File: src/hw/acmpc_pkg.sv
package acmpc_pkg;

  // Bus geometry
  localparam int ACMPC_AW        = 4;
  localparam int ACMPC_DW        = 8;
  localparam int ACMPC_NCMP      = 2;
  localparam int ACMPC_CH_STRIDE = 4;
  typedef logic [ACMPC_AW-1:0] acmpc_addr_t;
  typedef logic [ACMPC_DW-1:0] acmpc_data_t;
  typedef logic [2:0]          acmpc_sel_t;

  // Register indices, per comparator (add channel times stride)
  localparam acmpc_addr_t ACMPC_IDX_MAIN_CTRL = 4'h0;
  localparam acmpc_addr_t ACMPC_IDX_EDGE_CTRL = 4'h1;
  localparam acmpc_addr_t ACMPC_IDX_NEG_SEL   = 4'h2;
  localparam acmpc_addr_t ACMPC_IDX_POS_SEL   = 4'h3;
  // Shared registers
  localparam acmpc_addr_t ACMPC_IDX_MIRROR    = 4'h8;
  localparam acmpc_addr_t ACMPC_IDX_FLAGS     = 4'h9;

  localparam acmpc_data_t ACMPC_RESET = 8'h00;

  // Main control fields
  localparam int ACMPC_B_ENABLE = 7;
  localparam int ACMPC_B_RESULT = 6;
  localparam int ACMPC_B_INVERT = 4;
  localparam int ACMPC_B_HYST   = 1;
  localparam int ACMPC_B_SYNC   = 0;
  // Edge control fields
  localparam int ACMPC_B_RISE   = 1;
  localparam int ACMPC_B_FALL   = 0;
  // Select field
  localparam int ACMPC_SEL_LSB  = 0;
  localparam int ACMPC_SEL_MSB  = 2;
  // Mirror fields
  localparam int ACMPC_B_MIR_FIRST  = 0;
  localparam int ACMPC_B_MIR_SECOND = 1;

  // Negative select codes
  localparam acmpc_sel_t ACMPC_NEG_PIN_MAX = 3'h4;
  localparam acmpc_sel_t ACMPC_NEG_OPEN    = 3'h5;
  localparam acmpc_sel_t ACMPC_NEG_FIXREF  = 3'h6;
  localparam acmpc_sel_t ACMPC_NEG_AVSS    = 3'h7;
  // Positive select codes
  localparam acmpc_sel_t ACMPC_POS_PIN0    = 3'h0;
  localparam acmpc_sel_t ACMPC_POS_PIN1    = 3'h1;
  localparam acmpc_sel_t ACMPC_POS_LCDREF  = 3'h4;
  localparam acmpc_sel_t ACMPC_POS_DAC     = 3'h5;
  localparam acmpc_sel_t ACMPC_POS_FIXREF  = 3'h6;
  localparam acmpc_sel_t ACMPC_POS_AVSS    = 3'h7;

  // Analog switch vectors: one bit per source
  localparam int ACMPC_NEG_W       = 7;
  localparam int ACMPC_NR_FIXREF   = 5;
  localparam int ACMPC_NR_AVSS     = 6;
  localparam int ACMPC_POS_W       = 6;
  localparam int ACMPC_PR_PIN0     = 0;
  localparam int ACMPC_PR_PIN1     = 1;
  localparam int ACMPC_PR_LCDREF   = 2;
  localparam int ACMPC_PR_DAC      = 3;
  localparam int ACMPC_PR_FIXREF   = 4;
  localparam int ACMPC_PR_AVSS     = 5;
  typedef logic [ACMPC_NEG_W-1:0] acmpc_nroute_t;
  typedef logic [ACMPC_POS_W-1:0] acmpc_proute_t;

endpackage : acmpc_pkg

File: src/hw/acmpc_chan.sv
`timescale 1ns/1ps
module acmpc_chan #(
  parameter bit HAS_LCD_REF = 1'b0
) (
  // Clock and reset
  input  wire logic                    ref_clk,
  input  wire logic                    srst,
  input  wire logic                    ce,
  // Configuration
  input  wire logic                    enable,
  input  wire logic                    invert_select,
  input  wire logic                    hysteresis_enable,
  input  wire logic                    sync_mode,
  input  wire logic                    rise_irq_enable,
  input  wire logic                    fall_irq_enable,
  input  wire acmpc_pkg::acmpc_sel_t   neg_channel_select,
  input  wire acmpc_pkg::acmpc_sel_t   pos_channel_select,
  // Analog core and timer clock
  input  wire logic                    core_raw,
  input  wire logic                    t1_clk_src,
  // Results and analog core controls
  output logic                         result_q,
  output logic                         edge_evt_q,
  output logic                         ext_out_q,
  output logic                         core_en_q,
  output logic                         core_hyst_q,
  output acmpc_pkg::acmpc_nroute_t     neg_route_q,
  output acmpc_pkg::acmpc_proute_t     pos_route_q
);
  import acmpc_pkg::*;

  logic          result_d;
  logic          prev_q;
  logic          t1_prev_q;
  logic          t1_fall;
  logic          rise_hit;
  logic          fall_hit;
  acmpc_nroute_t neg_route_d;
  acmpc_proute_t pos_route_d;

  assign result_d = (enable & core_raw) ^ invert_select;
  assign t1_fall  = t1_prev_q & ~t1_clk_src;
  assign rise_hit = rise_irq_enable & result_q & ~prev_q;
  assign fall_hit = fall_irq_enable & ~result_q & prev_q;

  always_comb begin
    neg_route_d = '0;
    pos_route_d = '0;
    if (enable) begin
      if (neg_channel_select <= ACMPC_NEG_PIN_MAX) begin
        neg_route_d[neg_channel_select] = 1'b1;
      end
      neg_route_d[ACMPC_NR_FIXREF] = (neg_channel_select == ACMPC_NEG_FIXREF);
      neg_route_d[ACMPC_NR_AVSS]   = (neg_channel_select == ACMPC_NEG_AVSS);
      pos_route_d[ACMPC_PR_PIN0]   = (pos_channel_select == ACMPC_POS_PIN0);
      pos_route_d[ACMPC_PR_PIN1]   = (pos_channel_select == ACMPC_POS_PIN1);
      pos_route_d[ACMPC_PR_LCDREF] = HAS_LCD_REF &&
        (pos_channel_select == ACMPC_POS_LCDREF);
      pos_route_d[ACMPC_PR_DAC]    = (pos_channel_select == ACMPC_POS_DAC);
      pos_route_d[ACMPC_PR_FIXREF] = (pos_channel_select == ACMPC_POS_FIXREF);
      pos_route_d[ACMPC_PR_AVSS]   = (pos_channel_select == ACMPC_POS_AVSS);
    end
  end

  always_ff @(posedge ref_clk) begin
    if (srst) begin
      result_q    <= 1'b0;
      prev_q      <= 1'b0;
      t1_prev_q   <= 1'b0;
      edge_evt_q  <= 1'b0;
      ext_out_q   <= 1'b0;
      core_en_q   <= 1'b0;
      core_hyst_q <= 1'b0;
      neg_route_q <= '0;
      pos_route_q <= '0;
    end else if (ce) begin
      result_q    <= result_d;
      prev_q      <= result_q;
      t1_prev_q   <= t1_clk_src;
      edge_evt_q  <= rise_hit | fall_hit;
      if (!sync_mode || t1_fall) begin
        ext_out_q <= result_d;
      end
      core_en_q   <= enable;
      core_hyst_q <= hysteresis_enable;
      neg_route_q <= neg_route_d;
      pos_route_q <= pos_route_d;
    end
  end

  property p_sync_hold;
    @(posedge ref_clk) disable iff (srst)
      (ce && sync_mode && !t1_fall) |=> $stable(ext_out_q);
  endproperty
  a_sync_hold: assert property (p_sync_hold)
    else $error("Synced output moved without a timer falling edge");

  property p_lcd_only_second;
    @(posedge ref_clk) disable iff (srst)
      !HAS_LCD_REF |-> !pos_route_q[ACMPC_PR_LCDREF];
  endproperty
  a_lcd_only_second: assert property (p_lcd_only_second)
    else $error("Display reference routed on first comparator");

endmodule : acmpc_chan

File: src/hw/acmpc_top.sv
// Our own choices: the placing of the registers and the strobed register port.
`timescale 1ns/1ps
// Summary of operation
// - Main control bit 7 enables the comparator; clear powers it down.
// - Main control bit 6 reads the polarity-adjusted comparator result.
// - Main control bit 4 inverts output for status, edges and consumers.
// - Main control bit 1 drives the analog hysteresis enable.
// - Main control bit 0 latches external output on timer clock falls.
// - Edge control bit 1 sets the flag on rising result edges.
// - Edge control bit 0 sets the flag on falling result edges.
// - Negative select: pins 0-4, open, fixed reference, analog ground.
// - Positive select: pins 0-1, open, display ref, DAC, reference, ground.
// - Display reference exists on the second comparator only.
// - Mirror register: bit 1 second result, bit 0 first result.
// - Unimplemented bits ignore writes and read as zero.
// - Edges set the flag; software clears; a coincident edge wins.
// - Toggling invert makes an edge, even when disabled; toggling enable does so only while the core output is high.
// - Result is registered every cycle; pin path only latched in sync mode.
// - With enable clear, all input channels are disconnected.
module acmpc_top (
  // Clock, reset, enable
  input  wire logic                     ref_clk,
  input  wire logic                     srst,
  input  wire logic                     ce,
  // Register port
  input  wire acmpc_pkg::acmpc_addr_t   addr,
  input  wire acmpc_pkg::acmpc_data_t   wdata,
  input  wire logic                     wr_stb,
  input  wire logic                     rd_stb,
  output acmpc_pkg::acmpc_data_t        rdata_q,
  // Analog core results and timer clock
  input  wire logic [1:0]               core_raw,
  input  wire logic                     t1_clk_src,
  // Analog core controls
  output logic [1:0]                    core_en_q,
  output logic [1:0]                    core_hyst_q,
  output acmpc_pkg::acmpc_nroute_t      inverting_node_route0_q,
  output acmpc_pkg::acmpc_nroute_t      inverting_node_route1_q,
  output acmpc_pkg::acmpc_proute_t      noninverting_node_route0_q,
  output acmpc_pkg::acmpc_proute_t      noninverting_node_route1_q,
  // Results to timer, pins and interrupt controller
  output logic [1:0]                    ext_out_q,
  output logic [1:0]                    comparator_irq_flag_q
);
  import acmpc_pkg::*;

  localparam int NCMP = ACMPC_NCMP;

  // Configuration registers
  logic       [NCMP-1:0] enable_q;
  logic       [NCMP-1:0] invert_select_q;
  logic       [NCMP-1:0] hyst_q;
  logic       [NCMP-1:0] sync_q;
  logic       [NCMP-1:0] rise_en_q;
  logic       [NCMP-1:0] fall_en_q;
  acmpc_sel_t            nsel_q [NCMP];
  acmpc_sel_t            psel_q [NCMP];

  // Channel outputs
  logic       [NCMP-1:0] result;
  logic       [NCMP-1:0] edge_evt;
  acmpc_nroute_t         nroute [NCMP];
  acmpc_proute_t         proute [NCMP];

  // Decode and read paths
  acmpc_data_t           rd_ch [NCMP];
  logic       [NCMP-1:0] flag_clr;
  logic       [NCMP-1:0] flag_d;
  wire                   sel_mirror = (addr == ACMPC_IDX_MIRROR);
  wire                   sel_flags  = (addr == ACMPC_IDX_FLAGS);
  acmpc_data_t           mirror_word;
  acmpc_data_t           flags_word;
  acmpc_data_t           rd_word;

  always_comb begin
    mirror_word = ACMPC_RESET;
    mirror_word[ACMPC_B_MIR_FIRST]  = result[0];
    mirror_word[ACMPC_B_MIR_SECOND] = result[1];
    flags_word  = ACMPC_RESET;
    flags_word[NCMP-1:0] = comparator_irq_flag_q;
  end

  assign rd_word = rd_ch[0] | rd_ch[1]
                 | (sel_mirror ? mirror_word : ACMPC_RESET)
                 | (sel_flags  ? flags_word  : ACMPC_RESET);

  for (genvar g = 0; g < NCMP; g++) begin : g_cmp
    localparam acmpc_addr_t BASE = acmpc_addr_t'(g * ACMPC_CH_STRIDE);
    wire         sel_main = (addr == BASE + ACMPC_IDX_MAIN_CTRL);
    wire         sel_edge = (addr == BASE + ACMPC_IDX_EDGE_CTRL);
    wire         sel_nsel = (addr == BASE + ACMPC_IDX_NEG_SEL);
    wire         sel_psel = (addr == BASE + ACMPC_IDX_POS_SEL);
    acmpc_data_t main_word;
    acmpc_data_t edge_word;
    acmpc_data_t nsel_word;
    acmpc_data_t psel_word;

    // Reserved positions stay zero on read
    always_comb begin
      main_word = ACMPC_RESET;
      main_word[ACMPC_B_ENABLE] = enable_q[g];
      main_word[ACMPC_B_RESULT] = result[g];
      main_word[ACMPC_B_INVERT] = invert_select_q[g];
      main_word[ACMPC_B_HYST]   = hyst_q[g];
      main_word[ACMPC_B_SYNC]   = sync_q[g];
      edge_word = ACMPC_RESET;
      edge_word[ACMPC_B_RISE]   = rise_en_q[g];
      edge_word[ACMPC_B_FALL]   = fall_en_q[g];
      nsel_word = ACMPC_RESET;
      nsel_word[ACMPC_SEL_MSB:ACMPC_SEL_LSB] = nsel_q[g];
      psel_word = ACMPC_RESET;
      psel_word[ACMPC_SEL_MSB:ACMPC_SEL_LSB] = psel_q[g];
    end

    assign rd_ch[g] = sel_main ? main_word :
                      sel_edge ? edge_word :
                      sel_nsel ? nsel_word :
                      sel_psel ? psel_word : ACMPC_RESET;

    assign flag_clr[g] = wr_stb && sel_flags && wdata[g];
    assign flag_d[g]   = (comparator_irq_flag_q[g] & ~flag_clr[g])
                       | edge_evt[g];

    // Only implemented bits are stored; writes to others are dropped
    always_ff @(posedge ref_clk) begin
      if (srst) begin
        enable_q[g]        <= 1'b0;
        invert_select_q[g] <= 1'b0;
        hyst_q[g]          <= 1'b0;
        sync_q[g]          <= 1'b0;
        rise_en_q[g]       <= 1'b0;
        fall_en_q[g]       <= 1'b0;
        nsel_q[g]          <= '0;
        psel_q[g]          <= '0;
      end else if (ce && wr_stb) begin
        if (sel_main) begin
          enable_q[g]        <= wdata[ACMPC_B_ENABLE];
          invert_select_q[g] <= wdata[ACMPC_B_INVERT];
          hyst_q[g]          <= wdata[ACMPC_B_HYST];
          sync_q[g]          <= wdata[ACMPC_B_SYNC];
        end
        if (sel_edge) begin
          rise_en_q[g] <= wdata[ACMPC_B_RISE];
          fall_en_q[g] <= wdata[ACMPC_B_FALL];
        end
        if (sel_nsel) begin
          nsel_q[g] <= wdata[ACMPC_SEL_MSB:ACMPC_SEL_LSB];
        end
        if (sel_psel) begin
          psel_q[g] <= wdata[ACMPC_SEL_MSB:ACMPC_SEL_LSB];
        end
      end
    end

    acmpc_chan #(
      .HAS_LCD_REF (g == 1)
    ) u_chan (
      .ref_clk            (ref_clk),
      .srst               (srst),
      .ce                 (ce),
      .enable             (enable_q[g]),
      .invert_select      (invert_select_q[g]),
      .hysteresis_enable  (hyst_q[g]),
      .sync_mode          (sync_q[g]),
      .rise_irq_enable    (rise_en_q[g]),
      .fall_irq_enable    (fall_en_q[g]),
      .neg_channel_select (nsel_q[g]),
      .pos_channel_select (psel_q[g]),
      .core_raw           (core_raw[g]),
      .t1_clk_src         (t1_clk_src),
      .result_q           (result[g]),
      .edge_evt_q         (edge_evt[g]),
      .ext_out_q          (ext_out_q[g]),
      .core_en_q          (core_en_q[g]),
      .core_hyst_q        (core_hyst_q[g]),
      .neg_route_q        (nroute[g]),
      .pos_route_q        (proute[g])
    );

    property p_flag_set;
      @(posedge ref_clk) disable iff (srst)
        (ce && edge_evt[g]) |=> comparator_irq_flag_q[g];
    endproperty
    a_flag_set: assert property (p_flag_set)
      else $error("Edge event did not set the flag");

    property p_route_off;
      @(posedge ref_clk) disable iff (srst)
        (ce && !enable_q[g]) |=> (nroute[g] == '0) && (proute[g] == '0);
    endproperty
    a_route_off: assert property (p_route_off)
      else $error("Input routed while comparator disabled");

    property p_result;
      @(posedge ref_clk) disable iff (srst)
        ce |=> result[g] == ($past(enable_q[g] & core_raw[g])
                             ^ $past(invert_select_q[g]));
    endproperty
    a_result: assert property (p_result)
      else $error("Result not polarity-adjusted raw output");

    property p_rise;
      @(posedge ref_clk) disable iff (srst)
        ce ##1 (ce && rise_en_q[g] && $rose(result[g]))
          |=> edge_evt[g];
    endproperty
    a_rise: assert property (p_rise)
      else $error("Rising edge missed");

    property p_fall;
      @(posedge ref_clk) disable iff (srst)
        ce ##1 (ce && fall_en_q[g] && $fell(result[g]))
          |=> edge_evt[g];
    endproperty
    a_fall: assert property (p_fall)
      else $error("Falling edge missed");

    property p_enable_pin;
      @(posedge ref_clk) disable iff (srst)
        (ce && wr_stb && sel_main) ##1 ce
          |=> core_en_q[g] == $past(wdata[ACMPC_B_ENABLE], 2);
    endproperty
    a_enable_pin: assert property (p_enable_pin)
      else $error("Enable write not reflected on core enable");

    property p_hyst_pin;
      @(posedge ref_clk) disable iff (srst)
        (ce && wr_stb && sel_main) ##1 ce
          |=> core_hyst_q[g] == $past(wdata[ACMPC_B_HYST], 2);
    endproperty
    a_hyst_pin: assert property (p_hyst_pin)
      else $error("Hysteresis write not reflected");

    property p_pol_edge;
      @(posedge ref_clk) disable iff (srst)
        (ce && !enable_q[g] && rise_en_q[g] && fall_en_q[g]
         && $changed(invert_select_q[g])) ##1 ce
          |=> edge_evt[g];
    endproperty
    a_pol_edge: assert property (p_pol_edge)
      else $error("Invert toggle gave no edge while disabled");

    c_rise: cover property (@(posedge ref_clk) disable iff (srst)
      edge_evt[g] && result[g]);
    c_fall: cover property (@(posedge ref_clk) disable iff (srst)
      edge_evt[g] && !result[g]);
    c_set_clr: cover property (@(posedge ref_clk) disable iff (srst)
      edge_evt[g] && flag_clr[g]);
  end

  always_ff @(posedge ref_clk) begin
    if (srst) begin
      rdata_q               <= ACMPC_RESET;
      comparator_irq_flag_q <= '0;
    end else if (ce) begin
      rdata_q               <= rd_stb ? rd_word : ACMPC_RESET;
      comparator_irq_flag_q <= flag_d;
    end
  end

  assign inverting_node_route0_q    = nroute[0];
  assign inverting_node_route1_q    = nroute[1];
  assign noninverting_node_route0_q = proute[0];
  assign noninverting_node_route1_q = proute[1];

  property p_neg_ground;
    @(posedge ref_clk) disable iff (srst)
      (ce && enable_q[0] && nsel_q[0] == ACMPC_NEG_AVSS)
        |=> nroute[0] == acmpc_nroute_t'(1 << ACMPC_NR_AVSS);
  endproperty
  a_neg_ground: assert property (p_neg_ground)
    else $error("Ground not routed to inverting node");

  property p_pos_dac;
    @(posedge ref_clk) disable iff (srst)
      (ce && enable_q[1] && psel_q[1] == ACMPC_POS_DAC)
        |=> proute[1] == acmpc_proute_t'(1 << ACMPC_PR_DAC);
  endproperty
  a_pos_dac: assert property (p_pos_dac)
    else $error("DAC not routed to noninverting node");

  property p_mirror;
    @(posedge ref_clk) disable iff (srst)
      (ce && rd_stb && sel_mirror)
        |=> rdata_q == acmpc_data_t'($past(result));
  endproperty
  a_mirror: assert property (p_mirror)
    else $error("Mirror read wrong");

  property p_reserved;
    @(posedge ref_clk) disable iff (srst)
      (ce && rd_stb && addr == ACMPC_IDX_EDGE_CTRL)
        |=> rdata_q[ACMPC_DW-1:ACMPC_B_RISE+1] == '0;
  endproperty
  a_reserved: assert property (p_reserved)
    else $error("Reserved bits read nonzero");

  property p_invert_out;
    @(posedge ref_clk) disable iff (srst)
      (ce && !sync_q[0]) |=> ext_out_q[0] == result[0];
  endproperty
  a_invert_out: assert property (p_invert_out)
    else $error("Pin output differs from adjusted result");

  c_mirror_read: cover property (@(posedge ref_clk) disable iff (srst)
    rd_stb && sel_mirror && result == 2'b11);

endmodule : acmpc_top

File: config.mk
export PLATFORM = sky130hd
export DESIGN_NAME = acmpc_top
export DESIGN_NICKNAME = d
export VERILOG_FILES = /design/src/hw/acmpc_pkg.sv /design/src/hw/acmpc_chan.sv /design/src/hw/acmpc_top.sv
export SDC_FILE = /design/constraint.sdc
export NUM_CORES = 1
export LEC_CHECK = 0
export ABC_CLOCK_PERIOD_IN_PS = 2200
export BUFFER_PORTS_ARGS = -buffer_cell sky130_fd_sc_hd__buf_2
export CELL_PAD_IN_SITES_DETAIL_PLACEMENT = 1
export CELL_PAD_IN_SITES_GLOBAL_PLACEMENT = 1
export CORE_UTILIZATION = 43
export CTS_BUF_LIST = sky130_fd_sc_hd__clkbuf_2 sky130_fd_sc_hd__clkbuf_4 sky130_fd_sc_hd__clkbuf_8
export CTS_CLUSTER_SIZE = 8
export DETAILED_ROUTE_END_ITERATION = 10
export PLACE_DENSITY = 0.88
export SKIP_CTS_REPAIR_TIMING = 1
export SLEW_MARGIN = 5
export SYNTH_ARGS = -nofsm -noshare
export SYNTH_HDL_FRONTEND = slang
export SYNTH_SLANG_ARGS = --single-unit
export TNS_END_PERCENT = 100
File: constraint.sdc
create_clock -name ref_clk -period 2.2 [get_ports ref_clk]
set_clock_uncertainty 0.15 [all_clocks]
set_input_delay 0.11 -clock ref_clk [delete_from_list [all_inputs] [get_ports ref_clk]]
set_output_delay 0.11 -clock ref_clk [all_outputs]
set_load 0.01 [all_outputs]
# == Word-level counts from Yosys, hierarchy flattened ==
# Memory sizes are Yosys's and may differ from the RTL's.
# Index checks and enable logic that the tools add are counted.
# word_totals
regBits,61
mem_bits_rw,12
in_bits,20
memories,2
# op_classes
n_lt_le_gt_ge,6
eq_ne,22
muxes,43
bitwise_logic,33
n_reduce_logical,19
# mem_list
memory,depth,word_bits,rd,rd_ports_with_merged_regs,write_ports,line,source
nsel_q,2,3,2,0,2,acmpc_top.sv:56,acmpc_sel_t nsel_q [NCMP];
psel_q,2,3,2,0,2,acmpc_top.sv:57,acmpc_sel_t psel_q [NCMP];
# ops
op,n
"3-bit == test, second input constant",11
3-bit 2-to-1 mux,10
8-bit 2-to-1 mux,3
1-bit 2-to-1 mux,20
"4-bit by 3-bit == test with 1-bit output, second input constant",4
8-bit by 2-bit bitwise OR with 8-bit output,2
7-bit 2-to-1 mux,2
1-bit AND,13
6-bit 2-to-1 mux,2
2-bit AND reduction,6
5-bit 2-to-1 mux,2
"4-bit by 2-bit == test with 1-bit output, second input constant",2
"4-bit == test, second input constant",2
"3-bit by 4-bit less-than comparator with 1-bit output, second input constant",2
1-bit bitwise OR,8
8-bit bitwise OR,1
1-bit inverter,7
1-bit demux with 3-bit select,2
"3-bit by 1-bit == test with 1-bit output, second input constant",2
"3-bit by 1-bit greater-or-equal comparator with 1-bit output, second input constant",2
"3-bit less-or-equal comparator, second input constant",2
1-bit logical AND,6
3-bit logical NOT,2
"4-bit by 1-bit == test with 1-bit output, second input constant",1
other kinds (5),9

# == Longest topological paths before layout ==
# Gate-level depths: netlist of the first run.
# depth
word_depth,9
ltp_mapped,6
mapped_depth_nobuf,4

# == By module ==
# From an unflattened synthesis of the first run, not the netlist that was laid out.
# hier_totals
cells_unflattened,334
area_unflattened_um2,3178.0
# modules_own_cells
module,instances,cells_each,area_per_inst_um2,seq_area_each_um2
acmpc_top,1,172,1651.6,760.7
acmpc_chan (g_cmp[1].u_chan),1,78,767.0,400.4
acmpc_chan (g_cmp[0].u_chan),1,84,759.5,380.4

# == Least setup slack after synthesis of the first run ==
# Ideal clock, no wire load.
# synth_path
kind,register -> register
from,memory psel_q[1][0] (netlist bit)
to,register rdata_q[0]
setup_ns,0.139
arrival_ns,1.383
slack_ns,0.528
stages_incl_launch_ff,6
synth_period_minus_slack_ns,1.672
path_cell_list,edfxtp_1 -> buf_2 -> mux2_2 -> a32o_1 -> a222oi_1 -> o221ai_1
# synth_lines
element,line,source
start: declaration,acmpc_top.sv:57,
end signal: assignment,acmpc_top.sv:256,rdata_q <= rd_stb ? rd_word : ACMPC_RESET;
end: declaration,acmpc_top.sv:30,"output acmpc_pkg::acmpc_data_t rdata_q,"

==> results.yml, run 1 <==
outcome:
  status: "complete, but fails checks"
  violations: "hold timing"
drt:
  drt_iter0_drc: 134
  wl_mm: 8.54
  vias_per_cell: 5.56
  vias: 2715
  postRouteAntennaNets: 0
  drc: 0
  firstDrtPassIters: 4
  wire_per_inst_um: 17.5
worst_setup_path:
  critPathSlowestCell: "dlygate4sd3_1"
  end_kind: "flip-flop"
  worst_ep_arrival_time_ps: 1980
  criticalPathCategory: "input pin to flip-flop"
  critPathRequiredTime_ps: 2290
  timing.reg2reg.setup_slack_ps: 480
  critPathLaunchType: "input pin"
  critPathMaxFanout: 29
  cp_slowest_stage_delay_ps: 530
  cp_cell_sequence: "dlygate4sd3_1 > buf_2 > buf_4 > clkinv_1 > buf_4 > a22oi_1 > nor2_1"
  path_delay_family: "buffers and inverters"
  path_buf_inv: 5
  crit_top_cell: "buf_4"
sta:
  rsz0062_at_grt: "false"
  holdWs_ps: -26.3
  finalCritPeriodShare_pct: 86.2
  worst_slew_pin_slew_ps: 487
  report.final.slew_viol_count: 0
  finalHoldViolCount: 12
  min_period_ps: 1900
  maxSlewHeadroom_pct: 66.7
  fmax_mhz: 527
  setup_violations: 0
  tns_ps: 0
yosys:
  syn_inst: 338
  ys_seq_area_share_pct: 49.5
  synth_top_area_share_pct: 37.7
  synth.avg_cell_area_um2: 9.10
  yosysMostFrequentCell: "dfxtp_1"
  ys_top_cells_by_area: "dfxtp_1 38%, edfxtp_1 12%, nor2_1 6.6%, mux2i_1 5.5%, a22oi_1 3.9%"
  synth_top_area_cell: "dfxtp_1"
  ys_types: 48
  synth_warnings: 0
  synth-edff-count: 12
  ys_seq_elements: 70
  netlist_area_um2: 3080
  async_flop_share_pct: 0
  synth_top_flop_cell: "dfxtp_1"
  synth.top_cells.by_count: "58 x dfxtp_1, 54 x nor2_1, 27 x nand2_1"
global_route:
  first_global_vias: 2601
  grt_pass1_wl_mm: 13.3
  grtUsageTotal_pct: 23.6
  antenna_found_initial: 0
  grt_max_degree: 51
  grt.overflow.total: 0
die:
  start_util_pct: 44.8
  die_area_um2: 7500
  dieHeight_um: 86.6
  num_rows: 30
  io_pins: 62
  die_x_um: 86.6
  coreArea_um2: 6870
pwr:
  p_seq_share_pct: 52.2
  power.leakage_uw: 0.00149
  power_density_nw_per_um2: 711
  p_switching_uw: 643
  internal-power_uw: 1940
  switching_share_pct: 24.9
  peakVddDrop_mv: 0.270
  power_frac_comb_pct: 7.2
  p_clk_share_pct: 40.6
finish:
  num_antenna_cells: 0
  syn2layout_area_growth_pct: 17.9
  final_core_util_pct: 52.8
  drive_gt1_share_pct: 21.4
  nets: 407
clocking:
  clockBufferDepth: 2
  clock_latency_ps: 350
  cts_buffers: 9
  clockRootBuffer: "clkbuf_8"
  clk_pin_slew_worst_paths_ps: 80
  cts.sinks: 70
  h-tree-depth: 3
  cts_tree: "yes"
run:
  cap_violations: 0
place:
  io_buffers: 55
  gp_congestion: 0.842
  dp_hpwl_mm: 6.07
hold_path:
  min-delay-path-class: "input pin to flip-flop"
## logic make-up after synthesis
group | Yosys count | share of synthesized area (%)
and+or+nand+nor | 136 | 20.6
other | 1 | 0.122
DFF | 70 | 49.5
buffers and inverters | 41 | 6.67
muxes | 21 | 7.36
AOI/OAI and AO/OA | 67 | 15.3
xor gates and xnor gates | 2 | 0.569
## per-stage QoR
step / std cells / hold WS (ps) / setup slack (ps) / power, uW / area, um2
floorplan: 340 / 104 / 528 / 1490 / 3080
global placement: 466 / 211 / 416 / 1540 / 3370
detailed placement: 466 / 230 / 379 / 1550 / 3370
CTS: 482 / -135 / 524 / 2580 / 3570
global route: 488 / 5.35 / 164 / 2660 / 3630
finish: 488 / -26.3 / 303 / 2580 / 3630
## registers in the layout, indices dropped and copies added (netlist names), 6 cells and up
signal,count
g_cmp.main_word,6
psel_q,6
rdata_q,6
nsel_q,6
g_cmp.u_chan.neg_route_q,14
g_cmp.u_chan.pos_route_q,11
## power groups by stage
stage               clock network [uW]  logic, uW  registers, uW
finish                            1050        185           1350
global placement                     0        167           1370
global route                      1110        202           1350
detailed placement                   0        174           1380
floorplan                            0        121           1370
CTS                               1060        174           1350
## final cells by class
class,instances,area [um2]
Clock buffer,10,138
Clock inverter,6,60.1
Fill cell,830,3240
Inverter,10,37.5
Multi-Input combinational cell,229,1360
Sequential cell,70,1520
Tap cell,96,120
Timing Repair Buffer,67,393
## layout by cell type, fill, tap and decap left out, types with 3 or more instances in the layout
cell type	n
dlygate4sd3_1	6
inv_1	8
nor2_1	54
mux2i_1	17
mux2_2	3
clkbuf_8	10
nand2b_1	3
a22oi_1	16
o211ai_1	3
nand3b_1	5
buf_4	5
nor3_1	18
clkinv_2	3
edfxtp_1	12
conb_1	3
a21oi_1	19
buf_2	55
dfxtp_1	58
nand4_1	3
nand3_1	9
nor2b_1	6
a32oi_1	7
nand2_1	27
o21ai_0	5
## final timing paths
kind | end | cells after the start | from
hold reg to reg | comparator_irq_flag_q[0]$_SDFFE_PP0P_ | 2 | g_cmp[0].u_chan.edge_evt_q$_SDFFE_PP0P_
setup reg to reg | rdata_q[0]$_SDFFE_PP0P_ | 4 | psel_q[1][0]$_SDFFCE_PN0P_
setup / recovery | g_cmp[1].u_chan.neg_route_q[0]$_SDFFE_PP0P_ | 7 | ce
hold / removal | g_cmp[1].main_word[1]$_SDFFE_PP0P_ | 2 | srst
## per-layer routing
layer | up-vias | global-route usage, % | wire length (um)
li1 | 1293 | - | -
met1 | 1322 | 30.2 | 3810
met2 | 89 | 39.1 | 4180
met3 | 11 | 5.62 | 400
met4 | 0 | 7.73 | 147
met5 | - | 0 | 0
Power figures use the tool's default switching activity.
==> inputs of run 2 (changes only) <==
--- a/config.mk
+++ b/config.mk
@@ -14,6 +14,7 @@
 export CTS_CLUSTER_SIZE = 8
 export DETAILED_ROUTE_END_ITERATION = 10
 export PLACE_DENSITY = 0.88
+export RECOVER_POWER = 50
 export SKIP_CTS_REPAIR_TIMING = 1
 export SLEW_MARGIN = 5
 export SYNTH_ARGS = -nofsm -noshare
==> results.yml, run 2 (synthesized netlist as in run 1, its figures left out) <==
finish:
  nets: 407
  reg.largest.list: "g_cmp.u_chan.neg_route_q (14), g_cmp.u_chan.pos_route_q (11)"
  fill_cells: 845
  largest-register: "g_cmp.u_chan.neg_route_q"
  largest_reg_flops: 14
  final_cell_mix: "58 x dfxtp_1, 54 x nor2_1, 40 x clkbuf_1"
  num_antenna_cells: 0
  final_common_cell: "dfxtp_1"
  syn2layout_area_growth_pct: 16.2
  drive_gt1_share_pct: 11.2
  final_core_util_pct: 52.0
pwr:
  power_frac_comb_pct: 7.1
  power_density_nw_per_um2: 721
  switching_share_pct: 24.9
  p_switching_uw: 641
  internal-power_uw: 1940
  p_seq_share_pct: 52.3
  p_clk_share_pct: 40.6
  peakVddDrop_mv: 0.271
  power.leakage_uw: 0.00132
global_route:
  antenna_found_initial: 0
  grt.overflow.total: 0
  grtUsageTotal_pct: 23.6
  grt_pass1_wl_mm: 13.3
  grt_max_degree: 51
  first_global_vias: 2601
worst_setup_path:
  critPathLaunchType: "input pin"
  worst_ep_arrival_time_ps: 1990
  end_kind: "flip-flop"
  reg2reg_from: "psel_q[1][0]$_SDFFCE_PN0P_"
  critPathRequiredTime_ps: 2280
  criticalPathCategory: "input pin to flip-flop"
  critPathMaxFanout: 29
  crit_start: "ce"
sta:
  report.final.slew_viol_count: 0
  tns_ps: 0
  rsz0062_at_grt: "false"
  finalCritPeriodShare_pct: 86.6
  finalHoldViolCount: 11
  fmax_mhz: 525
  setup_violations: 0
  min_period_ps: 1910
  holdWs_ps: -23.0
drt:
  wire_per_inst_um: 17.6
  drt_iter0_drc: 146
  vias: 2704
  drc: 0
  firstDrtPassIters: 4
  vias_per_cell: 5.54
  postRouteAntennaNets: 0
  wl_mm: 8.57
die:
  die_area_um2: 7500
  coreArea_um2: 6870
  io_pins: 62
  die_x_um: 86.6
  dieHeight_um: 86.6
  num_rows: 30
  start_util_pct: 44.8
outcome:
  violations: "hold timing"
  status: "complete, but fails checks"
run:
  cap_violations: 0
clocking:
  clk_pin_slew_worst_paths_ps: 80
  h-tree-depth: 3
  clockBufferDepth: 2
  cts_tree: "yes"
  clock_latency_ps: 340
  clockRootBuffer: "clkbuf_8"
  cts_buffers: 9
  cts.sinks: 70
place:
  gp_congestion: 0.842
  dp_hpwl_mm: 6.07
  io_buffers: 55
hold_path:
  min-delay-path-class: "input pin to flip-flop"
  hold_path_startpoint: "srst"
[run 2: power by group through the flow]
stage / sequential (uW) / combinational, uW / clock, uW
floorplan: 1370 / 121 / 0
global placement: 1370 / 167 / 0
detailed placement: 1380 / 174 / 0
CTS: 1350 / 174 / 1060
global route: 1350 / 200 / 1110
finish: 1350 / 184 / 1050
[run 2: worst paths after layout]
path	cells past startpoint	end	slack, ps
worst max-delay path	7	g_cmp[1].u_chan.neg_route_q[0]$_SDFFE_PP0P_	290
worst min-delay path	2	g_cmp[1].main_word[1]$_SDFFE_PP0P_	-20
worst max register to register	4	rdata_q[0]$_SDFFE_PP0P_	470
worst min register to register	2	comparator_irq_flag_q[0]$_SDFFE_PP0P_	300
[run 2: critical path, stage by stage]
cell	delay, ps
dlygate4sd3_1	530
buf_2	240
buf_4	240
clkinv_1	250
buf_4	310
a22oi_1	230
nor2_1	60
[run 2: final cells by class]
| class | instances | area [um2] | share of cell area [%] |
|---|---|---|---|
| Sequential cell | 70 | 1520 | 42.6 |
| Multi-Input combinational cell | 229 | 1360 | 38.0 |
| Timing Repair Buffer | 67 | 340 | 9.52 |
| Clock buffer | 10 | 138 | 3.85 |
| Tap cell | 96 | 120 | 3.36 |
| Clock inverter | 6 | 60.1 | 1.68 |
| Inverter | 10 | 37.5 | 1.05 |
[run 2: stage by stage]
| step | instances | instance area (um2) | setup WS (ps) | hold slack (ps) | power [uW] |
|---|---|---|---|---|---|
| 2_1_floorplan | 340 | 3080 | 528 | 104 | 1490 |
| 3_3_place_gp | 466 | 3370 | 416 | 211 | 1540 |
| 3_5_place_dp | 466 | 3370 | 379 | 230 | 1550 |
| 4_1_cts | 482 | 3570 | 524 | -135 | 2580 |
| 5_1_grt | 488 | 3570 | 166 | 5.35 | 2660 |
| 6_report | 488 | 3570 | 295 | -23.0 | 2580 |
[run 2: routing by layer]
layer,wire (um),vias to the layer above,part of all wire [%],global-route usage (%)
li1,-,1294,-,-
met1,3930,1326,46,30.2
met2,4160,75,48,39.1
met3,392,9,4.6,5.62
met4,99,0,1.2,7.73
met5,0,-,0,0
==> inputs of run 3 (changes only) <==
--- a/config.mk
+++ b/config.mk
@@ -9,12 +9,13 @@
 export BUFFER_PORTS_ARGS = -buffer_cell sky130_fd_sc_hd__buf_2
 export CELL_PAD_IN_SITES_DETAIL_PLACEMENT = 1
 export CELL_PAD_IN_SITES_GLOBAL_PLACEMENT = 1
+export CORE_MARGIN = 4
 export CORE_UTILIZATION = 43
 export CTS_BUF_LIST = sky130_fd_sc_hd__clkbuf_2 sky130_fd_sc_hd__clkbuf_4 sky130_fd_sc_hd__clkbuf_8
 export CTS_CLUSTER_SIZE = 8
 export DETAILED_ROUTE_END_ITERATION = 10
 export PLACE_DENSITY = 0.88
-export RECOVER_POWER = 50
+export RECOVER_POWER = 25
 export SKIP_CTS_REPAIR_TIMING = 1
 export SLEW_MARGIN = 5
 export SYNTH_ARGS = -nofsm -noshare
==> results.yml, run 3 (synthesized netlist as in run 1, its figures left out) <==
outcome:
  status: "complete, no violations"
pwr:
  switching_share_pct: 25.1
  p_switching_uw: 652
  p_seq_share_pct: 51.9
  p_clk_share_pct: 41.1
  internal-power_uw: 1940
  power_density_nw_per_um2: 724
  peakVddDrop_mv: 0.387
  power.leakage_uw: 0.00138
  power_frac_comb_pct: 6.9
worst_setup_path:
  criticalPathCategory: "input pin to flip-flop"
  path_buf_inv: 2
  critPathRequiredTime_ps: 2240
  path_delay_family: "buffers and inverters"
  cp_slowest_stage_delay_ps: 910
  critPathMaxFanout: 27
  end_kind: "flip-flop"
  critPathLaunchType: "input pin"
  cp_cell_sequence: "clkbuf_1 > buf_4 > nand3b_1 > a21o_1 > o221ai_1"
  critPathSlowestCell: "clkbuf_1"
  worst_ep_arrival_time_ps: 1830
place:
  dp_cells: 466
  gp_congestion: 0.803
  dp_slack_ps: 365
  dp_hpwl_mm: 6.17
  io_buffers: 55
die:
  dieHeight_um: 92.6
  num_rows: 30
  die_x_um: 92.6
  start_util_pct: 44.8
  io_pins: 62
  die_area_um2: 8570
  coreArea_um2: 6870
finish:
  num_antenna_cells: 0
  reg.largest.list: "g_cmp.u_chan.neg_route_q (14), g_cmp.u_chan.pos_route_q (11)"
  fill_cells: 831
  largest-register: "g_cmp.u_chan.neg_route_q"
  final_common_cell: "dfxtp_1"
  syn2layout_area_growth_pct: 16.4
  final_core_util_pct: 52.1
  final_cell_mix: "58 x dfxtp_1, 54 x nor2_1, 32 x buf_2"
  nets: 406
  largest_reg_flops: 14
  stdcell_count: 487
  drive_gt1_share_pct: 15.6
drt:
  firstDrtPassIters: 4
  postRouteAntennaNets: 0
  wl_mm: 8.66
  vias_per_cell: 5.63
  drc: 0
  wire_per_inst_um: 17.8
  vias: 2740
  drt_iter0_drc: 201
clocking:
  clockBufferDepth: 2
  clock_latency_ps: 350
  cts.sinks: 70
  cts_buffers: 9
  cts_tree: "yes"
  clk_pin_slew_worst_paths_ps: 80
  clockRootBuffer: "clkbuf_8"
  h-tree-depth: 3
global_route:
  grtUsageMet2_pct: 34.7
  grt_pass1_wl_mm: 14.2
  grt.met3_usage_pct: 4.79
  grtUsageMet1_pct: 27.4
  grt_busiest_layer: "met2"
  antenna_found_initial: 0
  grt.overflow.total: 0
  first_global_vias: 2813
  grtUsageTotal_pct: 20.8
  grt_max_degree: 34
sta:
  finalHoldViolCount: 0
  tns_ps: 0
  report.final.slew_viol_count: 0
  fmax_mhz: 557
  maxSlewHeadroom_pct: 15.1
  min_period_ps: 1800
  setup_violations: 0
  setup_ws_ps: 404
  finalCritPeriodShare_pct: 81.6
  worst_slew_pin_slew_ps: 1270
  rsz0062_at_grt: "false"
hold_path:
  min-delay-path-class: "input pin to flip-flop"
run:
  cap_violations: 0
==> run 3: cell types whose count changed in the layout (fill, tap and decap cells not counted) <==
cell	previous run	this run
inv_4	1	2
clkinv_4	1	3
dlygate4sd3_1	6	5
clkinv_2	3	0
buf_2	16	32
clkbuf_2	0	1
clkbuf_1	40	23
buf_4	4	5
buf_12	1	0
==> run 3: worst reg2reg max path: cells and delay by family (launching register included) <==
family | cells | cell delay [ps]
AOI/OAI and AO/OA | 3 | 770
and+or+nand+nor | 1 | 210
DFF | 1 | 450
==> run 3: stage by stage <==
| stage | total power, uW | area (um2) | hold WS, ps |
|---|---|---|---|
| floorplan | 1490 | 3080 | 104 |
| global placement | 1540 | 3360 | 209 |
| detailed placement | 1550 | 3360 | 233 |
| CTS | 2600 | 3560 | -134 |
| global route | 2690 | 3580 | 69.1 |
| finish | 2600 | 3580 | 43.9 |
==> run 3: layer usage <==
| metal | share of wire, % | wire [um] |
|---|---|---|
| met4 | 0.99 | 86 |
| met2 | 50 | 4300 |
| met5 | 0 | 0 |
| met1 | 43 | 3760 |
| met3 | 5.9 | 508 |
==> run 3: final timing paths <==
check	start	to	slack, ps	cells past startpoint
min reg2reg	g_cmp[0].u_chan.core_en_q$_SDFFE_PP0P_	g_cmp[0].u_chan.core_en_q$_SDFFE_PP0P_	320	2
max reg2reg	psel_q[0][0]$_SDFFCE_PN0P_	rdata_q[0]$_SDFFE_PP0P_	460	4
max	srst	rdata_q[0]$_SDFFE_PP0P_	400	5
min	rd_stb	rdata_q[0]$_SDFFE_PP0P_	40	3
==> run 3: final cells by class <==
| type | count | area [um2] | area share [%] |
|---|---|---|---|
| clock inverters | 6 | 68.8 | 1.92 |
| multi-input cells | 229 | 1360 | 37.9 |
| flip-flops and latches | 70 | 1520 | 42.5 |
| inverters | 10 | 37.5 | 1.05 |
| repair buffers | 66 | 339 | 9.47 |
| clock buffers | 10 | 138 | 3.84 |
| well taps | 96 | 120 | 3.35 |
==> run 3: power by group through the flow <==
stage | clock [uW] | combinational, uW | sequential (uW)
2_1_floorplan | 0 | 121 | 1370
3_3_place_gp | 0 | 165 | 1370
3_5_place_dp | 0 | 169 | 1380
4_1_cts | 1090 | 171 | 1350
5_1_grt | 1140 | 198 | 1350
6_report | 1070 | 180 | 1350
